<file path="config.mk">
export PLATFORM = sky130hd
export DESIGN_NAME = machine_status_trap_stack
export DESIGN_NICKNAME = d
export VERILOG_FILES = /design/src/machine_status_pkg.sv /design/src/xlat_scheme_legalize.sv /design/src/machine_status_trap_stack.sv
export VERILOG_INCLUDE_DIRS = /design/src
export SDC_FILE = /design/constraint.sdc
export NUM_CORES = 1
export LEC_CHECK = 0
export BUFFER_PORTS_ARGS = -buffer_cell sky130_fd_sc_hd__buf_2
export CAP_MARGIN = 20
export CORE_MARGIN = 2
export CORE_UTILIZATION = 48
export CTS_CLUSTER_DIAMETER = 200
export DETAILED_ROUTE_END_ITERATION = 12
export GPL_ROUTABILITY_DRIVEN = 0
export GPL_TIMING_DRIVEN = 0
export PLACE_DENSITY = 0.88
export SLEW_MARGIN = 40
export SYNTH_ARGS = -nofsm -noshare
export SYNTH_HDL_FRONTEND = slang
export SYNTH_HIERARCHICAL = 1
export SYNTH_SLANG_ARGS = --single-unit
</file>
<file path="constraint.sdc">
create_clock -name clk -period 2.45 [get_ports clk]
set_input_delay 0.49 -clock clk [delete_from_list [all_inputs] [get_ports clk]]
set_output_delay 0.49 -clock clk [all_outputs]
set_load 0.05 [all_outputs]
</file>
<file path="src/machine_status_map.svh">
// constants for the machine status and identity block: csr numbers,
// status word field positions, encodings and reset values.
// assumes inclusion by bare name from any file of the block.
`ifndef MACHINE_STATUS_MAP_SVH
`define MACHINE_STATUS_MAP_SVH

// csr numbers on the 12-bit csr address
`define CSR_IMPL_VERSION    12'hF13
`define CSR_HART_IDENTITY   12'hF14
`define CSR_STATUS_WORD     12'h300

// privilege encodings
`define PRIV_USER           2'h0
`define PRIV_SUPER          2'h1
`define PRIV_HYP            2'h2
`define PRIV_MACHINE        2'h3

// status word field positions
`define ST_IE_LO            0
`define ST_PIE_LO           4
`define ST_SPP              8
`define ST_HPP_LO           9
`define ST_MPP_LO           11
`define ST_FS_LO            13
`define ST_XS_LO            15
`define ST_MODIFY_PRIVILEGE             17
`define ST_PUM              18
`define ST_MXR              19
`define ST_VM_LO            24

// translation scheme codes
`define XLAT_BARE           5'h00
`define XLAT_BASE_BOUND     5'h01
`define XLAT_SPLIT_BOUND    5'h02
`define XLAT_PAGED_32       5'h08
`define XLAT_PAGED_39       5'h09
`define XLAT_PAGED_48       5'h0A

// extension status encoding
`define EXT_DIRTY           2'h3

// reset values
`define RESET_MODE          2'h3
`define RESET_XLAT          5'h00

`endif

</file>
<file path="src/machine_status_pkg.sv">
// types shared by the machine status block, its port-level checker and its self-checking bench.
// assumes the constants header is compiled alongside.
package machine_status_pkg;

  typedef logic [1:0] priv_t;

  typedef enum logic [1:0] {
    CSR_IDLE,
    CSR_WRITE,
    CSR_SET,
    CSR_CLEAR
  } csr_op_t;

  typedef struct packed {
    csr_op_t     op;
    logic [11:0] addr;
  } csr_req_t;

  typedef struct packed {
    priv_t       mode;
    logic [3:0]  ie;
    logic [3:0]  pie;
    logic        super_prev_mode;
    logic [1:0]  hyp_prev_mode;
    logic [1:0]  machine_prev_mode;
    logic [1:0]  fs;
    logic        modify_privilege;
    logic        protect_user_pages;
    logic        exec_readable;
    logic [4:0]  vm;
    logic [63:0] rdata;
    logic        rvalid;
    logic        rfault;
    logic [3:0]  irqTake;
    priv_t       dataMode;
    logic        dirty;
  } status_state_t;

endpackage

</file>
<file path="src/xlat_scheme_legalize.sv">
// legaliser for the translation scheme field: keeps the held code when
// the requested one is unsupported or reserved.
// assumes a combinational caller on the core clock.
`timescale 1ns/1ps
`default_nettype none
`include "machine_status_map.svh"

module xlat_scheme_legalize #(
  parameter int XLEN    = 64,
  parameter bit HAS_U   = 1'b1,
  parameter bit HAS_S   = 1'b1
) (
  input  wire logic [4:0] requested,
  input  wire logic [4:0] held,
  output logic      [4:0] legal
);

  logic supported;

  always_comb begin
    supported = 1'b0;
    unique case (requested)
      `XLAT_BARE:        supported = 1'b1;
      `XLAT_BASE_BOUND,
      `XLAT_SPLIT_BOUND: supported = HAS_U;
      `XLAT_PAGED_32:    supported = HAS_U && HAS_S && XLEN == 32;
      `XLAT_PAGED_39,
      `XLAT_PAGED_48:    supported = HAS_U && HAS_S && XLEN == 64;
      default:           supported = 1'b0;
    endcase
    // reserved codes never stick, so a read-back exposes the refusal
    legal = supported ? requested : held;
  end

endmodule

`default_nettype wire

</file>
<file path="src/machine_status_trap_stack.sv">
// machine status word, implementation version and hart identity,
// with the privilege/interrupt-enable stack and interrupt gating.
// assumes a core that issues csr ops, trap entries and returns as pulses.
//
// Functional notes
// - implementation version always readable; zero allowed when no version is given
// - version value left-justified, subfields on nibble boundaries
// - hart identity is read-only; some hart in the system has identity zero
// - status word is a full-width read/write register of the thread state
// - per-mode interrupt enables sit in the lowest status bits
// - own-mode interrupts need enable; lower always masked, higher always enabled
// - trap y to x: prev enable gets y enable, enable cleared, prev mode y
// - machine and hyp prev modes two bits, super one bit, user none
// - return: restore enable, switch mode, prev enable 1, prev mode lowest
// - prev-mode fields hold only supported modes; machine-only fixes it at 11
// - without user interrupts user enables read zero; other modes have all fields
// - scheme 0 bare, 1 single base-bound, 2 split base-bound
// - schemes 8, 9, 10 paged 32/39/48 bit; 11, 12 reserved
// - scheme field keeps a legal value on unsupported writes
// - bare scheme selected at reset, addresses are machine physical
// - base-bound schemes only with user and machine modes; the code accepts them whenever user mode exists, supervisor present or not
// - paged schemes only with machine, supervisor and user modes
// - dirty summary set when float or extension state is dirty
// - modify-privilege makes loads and stores use machine prev mode
`timescale 1ns/1ps
`default_nettype none
`include "machine_status_map.svh"

module machine_status_trap_stack #(
  parameter int          XLEN       = 64,
  parameter bit          HAS_U      = 1'b1,
  parameter bit          HAS_S      = 1'b1,
  parameter bit          HAS_H      = 1'b0,
  parameter bit          HAS_N      = 1'b0,
  parameter bit          HAS_FLOAT  = 1'b1,
  // arbitrary value, left-justified as a version string would be
  parameter logic [63:0] IMPL_ID    = 64'h1200_0000_0000_0000,
  parameter logic [63:0] HART_ID    = 64'h0000_0000_0000_0000
) (
  input  wire logic                          clk,
  input  wire logic                          resetn,
  input  wire machine_status_pkg::csr_req_t  csrReq,
  input  wire logic [XLEN-1:0]               csrWdata,
  input  wire logic                          trapEnter,
  input  wire machine_status_pkg::priv_t     trapTarget,
  input  wire logic                          trapReturn,
  input  wire machine_status_pkg::priv_t     returnFrom,
  input  wire logic [3:0]                    irqPending,
  input  wire logic [1:0]                    extState,
  output logic      [XLEN-1:0]               csrRdata,
  output logic                               csrValid,
  output logic                               csrFault,
  output machine_status_pkg::priv_t          curMode,
  output machine_status_pkg::priv_t          dataMode,
  output logic      [3:0]                    irqTake,
  output logic      [4:0]                    xlatScheme,
  output logic                               dirtySummary,
  output logic                               modifyPrivilege,
  output logic                               protectUserPages,
  output logic                               execReadable
);

  machine_status_pkg::status_state_t st;
  machine_status_pkg::status_state_t next_st;

  logic [4:0]  legalVm;
  logic [4:0]  reqVm;
  logic [63:0] curWord;

  // which privilege modes exist
  function automatic logic modeOk(input machine_status_pkg::priv_t m);
    unique case (m)
      `PRIV_USER:    modeOk = HAS_U;
      `PRIV_SUPER:   modeOk = HAS_S;
      `PRIV_HYP:     modeOk = HAS_H;
      default:       modeOk = 1'b1;
    endcase
  endfunction

  // lowest supported mode, put at the stack bottom on return
  function automatic machine_status_pkg::priv_t lowestMode();
    lowestMode = HAS_U ? `PRIV_USER : `PRIV_MACHINE;
  endfunction

  // a prev-mode field stores only supported modes not above its owner
  function automatic machine_status_pkg::priv_t legalPrev(
    input machine_status_pkg::priv_t owner,
    input machine_status_pkg::priv_t v
  );
    legalPrev = (modeOk(v) && v <= owner) ? v : lowestMode();
  endfunction

  // enable bits that exist; the rest read zero and drop writes
  function automatic logic [3:0] enableMask();
    enableMask = {1'b1, HAS_H, HAS_S, HAS_U && HAS_N};
  endfunction

  // float state field exists with a float unit or supervisor mode
  function automatic logic fsExists();
    fsExists = HAS_FLOAT || HAS_S;
  endfunction

  // assemble the status word from state
  function automatic logic [63:0] statusWord(
    input machine_status_pkg::status_state_t s,
    input logic [1:0] xs
  );
    logic [63:0] w;
    w = 64'h0000_0000_0000_0000;
    w[`ST_IE_LO +: 4]  = s.ie;
    w[`ST_PIE_LO +: 4] = s.pie;
    w[`ST_SPP]         = s.super_prev_mode;
    w[`ST_HPP_LO +: 2] = s.hyp_prev_mode;
    w[`ST_MPP_LO +: 2] = s.machine_prev_mode;
    w[`ST_FS_LO +: 2]  = s.fs;
    w[`ST_XS_LO +: 2]  = xs;
    w[`ST_MODIFY_PRIVILEGE]        = s.modify_privilege;
    w[`ST_PUM]         = s.protect_user_pages;
    w[`ST_MXR]         = s.exec_readable;
    w[`ST_VM_LO +: 5]  = s.vm;
    w[XLEN-1]          = (s.fs == `EXT_DIRTY) || (xs == `EXT_DIRTY);
    statusWord = w;
  endfunction

  // interrupt gating for a given running mode
  function automatic logic [3:0] gateIrq(
    input machine_status_pkg::priv_t m,
    input logic [3:0] ie,
    input logic [3:0] pend
  );
    logic [3:0] g;
    g = 4'h0;
    for (int t = 0; t < 4; t++) begin
      if (t > m) begin
        g[t] = pend[t];
      end else if (t == m) begin
        g[t] = pend[t] && ie[t];
      end else begin
        g[t] = 1'b0;
      end
    end
    gateIrq = g;
  endfunction

  assign curWord = statusWord(st, extState);

  xlat_scheme_legalize #(
    .XLEN      (XLEN),
    .HAS_U     (HAS_U),
    .HAS_S     (HAS_S)
  ) u_xlat (
    .requested (reqVm),
    .held      (st.vm),
    .legal     (legalVm)
  );

  always_comb begin
    logic [63:0]               wide;
    logic [63:0]               wv;
    logic                      isStatus;
    logic                      isRo;
    logic [3:0]                enMask;
    machine_status_pkg::priv_t x;
    machine_status_pkg::priv_t y;
    wide     = 64'h0000_0000_0000_0000;
    wv       = curWord;
    isStatus = 1'b0;
    isRo     = 1'b0;
    enMask   = enableMask();
    x        = `PRIV_MACHINE;
    y        = `PRIV_MACHINE;
    next_st  = st;
    reqVm    = st.vm;

    wide[XLEN-1:0] = csrWdata;
    next_st.rvalid = 1'b0;
    next_st.rfault = 1'b0;

    // csr access: every op reads, write/set/clear then modify
    if (csrReq.op != machine_status_pkg::CSR_IDLE) begin
      next_st.rvalid = 1'b1;
      next_st.rdata  = 64'h0000_0000_0000_0000;
      unique case (csrReq.addr)
        `CSR_IMPL_VERSION: begin
          next_st.rdata = IMPL_ID;
          isRo          = 1'b1;
        end
        `CSR_HART_IDENTITY: begin
          next_st.rdata = HART_ID;
          isRo          = 1'b1;
        end
        `CSR_STATUS_WORD: begin
          next_st.rdata = curWord;
          isStatus      = 1'b1;
        end
        default: begin
          next_st.rfault = 1'b1;
        end
      endcase
      if (XLEN < 64) begin
        next_st.rdata = next_st.rdata & ((64'h0000_0000_0000_0001 << XLEN) - 64'h0000_0000_0000_0001);
      end
      // identity registers fault on a write op only; set and clear pass without a fault, value unchanged
      if (isRo && csrReq.op == machine_status_pkg::CSR_WRITE) begin
        next_st.rfault = 1'b1;
      end
    end

    unique case (csrReq.op)
      machine_status_pkg::CSR_WRITE: wv = wide;
      machine_status_pkg::CSR_SET:   wv = curWord | wide;
      machine_status_pkg::CSR_CLEAR: wv = curWord & ~wide;
      default:                       wv = curWord;
    endcase

    // trap entry wins over a return, which wins over a csr update
    if (trapEnter) begin
      x = modeOk(trapTarget) ? trapTarget : `PRIV_MACHINE;
      y = st.mode;
      next_st.pie[x] = st.ie[y] & enMask[y];
      next_st.ie[x]  = 1'b0;
      unique case (x)
        `PRIV_MACHINE: next_st.machine_prev_mode = legalPrev(`PRIV_MACHINE, y);
        `PRIV_HYP:     next_st.hyp_prev_mode = legalPrev(`PRIV_HYP, y);
        `PRIV_SUPER:   next_st.super_prev_mode = y[0];
        default:       ;
      endcase
      next_st.mode = x;
    end else if (trapReturn) begin
      x = returnFrom;
      unique case (x)
        `PRIV_MACHINE: y = st.machine_prev_mode;
        `PRIV_HYP:     y = st.hyp_prev_mode;
        `PRIV_SUPER:   y = {1'b0, st.super_prev_mode};
        default:       y = `PRIV_USER;
      endcase
      next_st.ie[y]  = st.pie[x];
      next_st.pie[x] = 1'b1;
      next_st.mode   = y;
      unique case (x)
        `PRIV_MACHINE: next_st.machine_prev_mode = lowestMode();
        `PRIV_HYP:     next_st.hyp_prev_mode = lowestMode();
        `PRIV_SUPER:   next_st.super_prev_mode = 1'b0;
        default:       ;
      endcase
    end else if (isStatus && csrReq.op != machine_status_pkg::CSR_IDLE) begin
      next_st.ie   = wv[`ST_IE_LO +: 4];
      next_st.pie  = wv[`ST_PIE_LO +: 4];
      next_st.super_prev_mode  = wv[`ST_SPP];
      next_st.hyp_prev_mode  = legalPrev(`PRIV_HYP, wv[`ST_HPP_LO +: 2]);
      next_st.machine_prev_mode  = legalPrev(`PRIV_MACHINE, wv[`ST_MPP_LO +: 2]);
      next_st.fs   = wv[`ST_FS_LO +: 2];
      next_st.modify_privilege = wv[`ST_MODIFY_PRIVILEGE];
      next_st.protect_user_pages  = wv[`ST_PUM];
      next_st.exec_readable  = wv[`ST_MXR];
      reqVm        = wv[`ST_VM_LO +: 5];
      next_st.vm   = legalVm;
    end

    // unimplemented fields stay hardwired whatever the source
    next_st.ie  = next_st.ie & enableMask();
    next_st.pie = next_st.pie & enableMask();
    if (!HAS_S) begin
      next_st.super_prev_mode = 1'b0;
    end
    if (!HAS_H) begin
      next_st.hyp_prev_mode = 2'h0;
    end
    if (!HAS_U) begin
      next_st.machine_prev_mode = `PRIV_MACHINE;
    end
    if (!fsExists()) begin
      next_st.fs = 2'h0;
    end

    // registered views for the core, one cycle behind the state
    next_st.irqTake  = gateIrq(st.mode, st.ie, irqPending);
    next_st.dataMode = st.modify_privilege ? st.machine_prev_mode : st.mode;
    next_st.dirty    = (st.fs == `EXT_DIRTY) || (extState == `EXT_DIRTY);
  end

  always_ff @(posedge clk or negedge resetn) begin
    if (!resetn) begin
      st          <= '0;
      st.mode     <= `RESET_MODE;
      st.machine_prev_mode      <= HAS_U ? `PRIV_USER : `PRIV_MACHINE;
      st.vm       <= `RESET_XLAT;
      st.dataMode <= `RESET_MODE;
    end else begin
      st <= next_st;
    end
  end

  assign csrRdata         = st.rdata[XLEN-1:0];
  assign csrValid         = st.rvalid;
  assign csrFault         = st.rfault;
  assign curMode          = st.mode;
  assign dataMode         = st.dataMode;
  assign irqTake          = st.irqTake;
  assign xlatScheme       = st.vm;
  assign dirtySummary     = st.dirty;
  assign modifyPrivilege  = st.modify_privilege;
  assign protectUserPages = st.protect_user_pages;
  assign execReadable     = st.exec_readable;

endmodule

`default_nettype wire

</file>
==> flow_summary_export.csv <==
group,metric,value,unit
setup_path,crit_family,"buffers and inverters",
job,maxCapViolations,0,
power_and_ir_drop,power_leakage,2.12,nW
grt,grt_pass1_vias,2504,
setup_path,cpMostUsedCell,"nand2_1",
route,drt_iter0_drc,314,
place,placed_cells_incl_taps,518,
synthesis,synth_enable_flop_cells,0,
synthesis,synth_cell_types,55,
timing,timing.final.setup_violations,0,
timing,period_minus_slack,2270,ps
grt,grt.overflow.total,0,
synthesis,synth_top_cells_by_count,"49 x buf_4, 44 x dfrtp_1, 25 x nand2_1, 22 x a21oi_1, 21 x a22o_1",
floorplanning,dieArea,7010,um^2
timing,max-slew-margin-rel,60.9,%
floorplanning,die_x,83.7,um
setup_path,crit_slowest_cell,"clkbuf_1",
power_and_ir_drop,clock_power_share,34.1,%
place,placement.setup.worst_slack,-352,ps
cells_and_area,syn_to_final_growth,27.5,%
setup_path,r2r_cells,7,
cells_and_area,layout-drive-gt1-share,39.1,%
route,route.antenna.remaining_nets,0,
floorplanning,total_core_area,6240,um^2
power_and_ir_drop,irDropWorstVdd,0.343,mV
place,dpl_cell_area,3710,um^2
synthesis,synth-main-ff-cell,"dfrtp_1",
synthesis,synthesis.area,3050,um^2
setup_path,cp_num_buf_inv,4,
grt,grt_first_pass_wirelength,11800,um
power_and_ir_drop,total_switching_power,0.000632,W
clock_tree,worst_skew_pair.late_latency,300,ps
floorplanning,fp.dieH,83.7,um
power_and_ir_drop,power_density,517,nW/um^2
setup_path,cp-start-kind,"input pin",
synthesis,fraction_of_synthesis_flops_using_an_asynchronous_set_or_reset_pin,100,%
synthesis,ys_seq_elements,48,
setup_path,worst_ep_arrival_time,2480,ps
synthesis,synthMostInstantiatedCell,"buf_4",
route,drcViolationCount,0,
setup_path,worst_setup_path_startpoint,"csrReq[13]",
synthesis,syn_area_per_cell,9.59,um^2
worst_hold_path,hold_path_class,"in2async",
setup_path,r2r_setup_slk,940,ps
synthesis,post_synth_main_area_contributors,"dfrtp_1 36%, buf_4 12%, a22o_1 6.0%",
clock_tree,clk_transition_reported_paths,100,ps
clock_tree,max-clock-path-buffers,2,
clock_tree,tritoncts,"built",
grt,grt_max_degree,49,
timing,setup_repair_after_global_routing_missed_its_margin,"false",
timing,period_utilization,92.8,%
cells_and_area,postLayoutCoreUtil,62.3,%
timing,final.setup.worst_slack,176,ps
grt,number_of_antenna_violations_at_the_first_check_in_global_routing,0,
timing,fmax,0.440,GHz
cells_and_area,num-fill-cells,525,
cells_and_area,n_antenna_cell,0,
timing,worst_pin_slew,586,ps
cells_and_area,finalNonFillerCells,527,
floorplanning,floorplan.initialDensity,48.9,%
setup_path,required,2650,ps
synthesis,synthesis.yosys.warnings,6,
route,via_count,2782,
clock_tree,htreeDepth,2,
cells_and_area,stdcell_area,3890,um^2
setup_path,worst-setup-path-type,"in2reg",
setup_path,cp_max_fo,10,
timing,report.final.slew_viol_count,0,
route,dr.pass1.iters,6,
setup_path,cp.depth,12,
run_status,status,"completed",
clock_tree,cts_root_buf,"clkbuf_8",
setup_path,worstReg2RegStart,"xlatScheme[0]",
place,dpl.hpwl,5590,um
cells_and_area,finish.net_count,546,
power_and_ir_drop,seqPwrFrac,42.1,%
clock_tree,cts_num_sinks,48,
synthesis,synth_cells,318,
route,detail_route.wirelength,7420,um
power_and_ir_drop,switching_fraction,31.4,%
power_and_ir_drop,total_internal_power,0.00138,W
synthesis,yosysTopAreaCell,"dfrtp_1",
setup_path,worst_setup_path_end_kind,"register",
grt,gr-usage-all-layers,20.6,%
setup_path,worst_r2r_endpoint,"xlatScheme[2]",
synthesis,synth_seq_area_share,39.6,%
power_and_ir_drop,power.share.combinational,23.7,%
route,wl_per_cell,14.1,um
floorplanning,boundaryPins,175,
setup_path,crit_chain,"buf_2 > inv_1 > ha_1 > clkbuf_1 > clkbuf_2 > mux2i_1 > a21oi_2 > a211o_1 > nor2_1 > o22a_2 > nand2_1 > nand2_1",
place,place.port_buffers,81,
clock_tree,cts_buffers,5,
setup_path,worst_setup_path_endpoint,"xlatScheme[3]",
setup_path,timing.critical_path.slowest_cell_delay,350,ps
timing,report.final.hold_viol_count,0,
clock_tree,holdBufCountCts,0,
timing,setup_total_negative_slack,0,ps
synthesis,synth_top_cell_area_share,36.1,%
route,via_per_inst,5.28,
timing,finalClockSkew,8.99,ps
floorplanning,rows,29,
per-stage QoR:
step,hold WS [ps],total power (W)
5_1_grt,225,0.00209
3_5_place_dp,492,0.00133
6_report,173,0.00201
4_1_cts,202,0.00201
2_1_floorplan,194,0.00122
3_3_place_gp,487,0.00132
power by group through the flow:
| stage | logic, W | registers, W | clock network [W] |
|---|---|---|---|
| 2_1_floorplan | 0.000318 | 0.000900 | 0 |
| 3_3_place_gp | 0.000458 | 0.000860 | 0 |
| 3_5_place_dp | 0.000466 | 0.000861 | 0 |
| 4_1_cts | 0.000469 | 0.000846 | 0.000695 |
| 5_1_grt | 0.000505 | 0.000850 | 0.000731 |
| 6_report | 0.000477 | 0.000847 | 0.000686 |
final cells by class:
| class | instances | area, um^2 | share of cell area (%) |
|---|---|---|---|
| multi-input combinational | 235 | 1530 | 39.4 |
| sequential | 48 | 1210 | 31.0 |
| buffer | 66 | 460 | 11.8 |
| timing repair buffer | 82 | 415 | 10.7 |
| tap | 77 | 96.3 | 2.48 |
| clock buffer | 5 | 68.8 | 1.77 |
| clock inverter | 3 | 68.8 | 1.77 |
| inverter | 11 | 41.3 | 1.06 |
flip-flops by register name, indices dropped and copies added, names as in the netlist:
register	cells
csrRdata	21
curWord	9
xlatScheme	5
irqTake	3
curMode	2
dataMode	2
csrFault	1
csrValid	1
dirtySummary	1
execReadable	1
modifyPrivilege	1
protectUserPages	1
worst min path at each step:
stage	start	to	slack, ps	cells past startpoint
floorplan	resetn	csrFault	190	0
global placement	csrRdata[17]	csrRdata[17]	490	1
detailed placement	csrRdata[17]	csrRdata[17]	490	1
CTS	resetn	xlatScheme[4]	200	1
global route	resetn	xlatScheme[4]	220	1
finish	resetn	csrRdata[26]	170	1
metal layers:
metal	track usage, %	wire length (um)	vias up
met5	0	0	-
met4	6.89	140	0
met3	3.46	612	12
met2	34.5	3540	148
met1	27.2	3130	1296
li1	-	-	1326
placed cells by master (no fill, tap or decap), drive strengths merged, types with 2 or more instances in the layout:
cell / synthesis / final
and4: 2 / 2
mux2i: 12 / 12
a21oi: 22 / 22
o211a: 3 / 3
nand2: 25 / 25
o21ai: 13 / 13
and3b: 2 / 2
a22o: 21 / 21
o31a: 2 / 2
o211ai: 2 / 2
ha: 5 / 5
conb: 1 / 43
nand3b: 2 / 2
mux2: 9 / 9
o32a: 3 / 3
dfstp: 4 / 4
o31ai: 2 / 2
bufinv: 0 / 2
nand2b: 2 / 2
nor4: 3 / 3
buf: 55 / 137
nor3: 4 / 4
nand4: 5 / 5
nor2b: 6 / 6
dfrtp: 44 / 44
o22ai: 6 / 6
clkbuf: 11 / 16
nand3: 4 / 4
nor2: 12 / 12
a211o: 2 / 2
a31oi: 8 / 8
inv: 11 / 12
worst reg2reg max path: cells and delay by family, from the launching register on:
| kind | cells | cell delay (ps) |
|---|---|---|
| DFF | 1 | 450 |
| AOI/OAI and AO/OA | 4 | 770 |
| and+or+nand+nor | 3 | 180 |
cells by family (layout without fill, tap and decap cells):
| logic type | count (synthesis) | count (layout) | share of synthesized area [%] |
|---|---|---|---|
| AO/OA/AOI/OAI | 94 | 94 | 21.6 |
| multiplexers | 21 | 21 | 7.26 |
| adder cells (fa/ha/maj) | 5 | 5 | 2.05 |
| flip-flops | 48 | 48 | 39.6 |
| AND/OR/NAND/NOR | 72 | 72 | 13.3 |
| buffers and inverters | 77 | 167 | 16.2 |
| other | 1 | 43 | 0.123 |
repair_timing:
action	CTS	global route
gates resized for setup	3	9
setup buffers	0	1
setup endpoints to repair	3	5
pin swaps	0	1
Power figures use the tool's default switching activity.
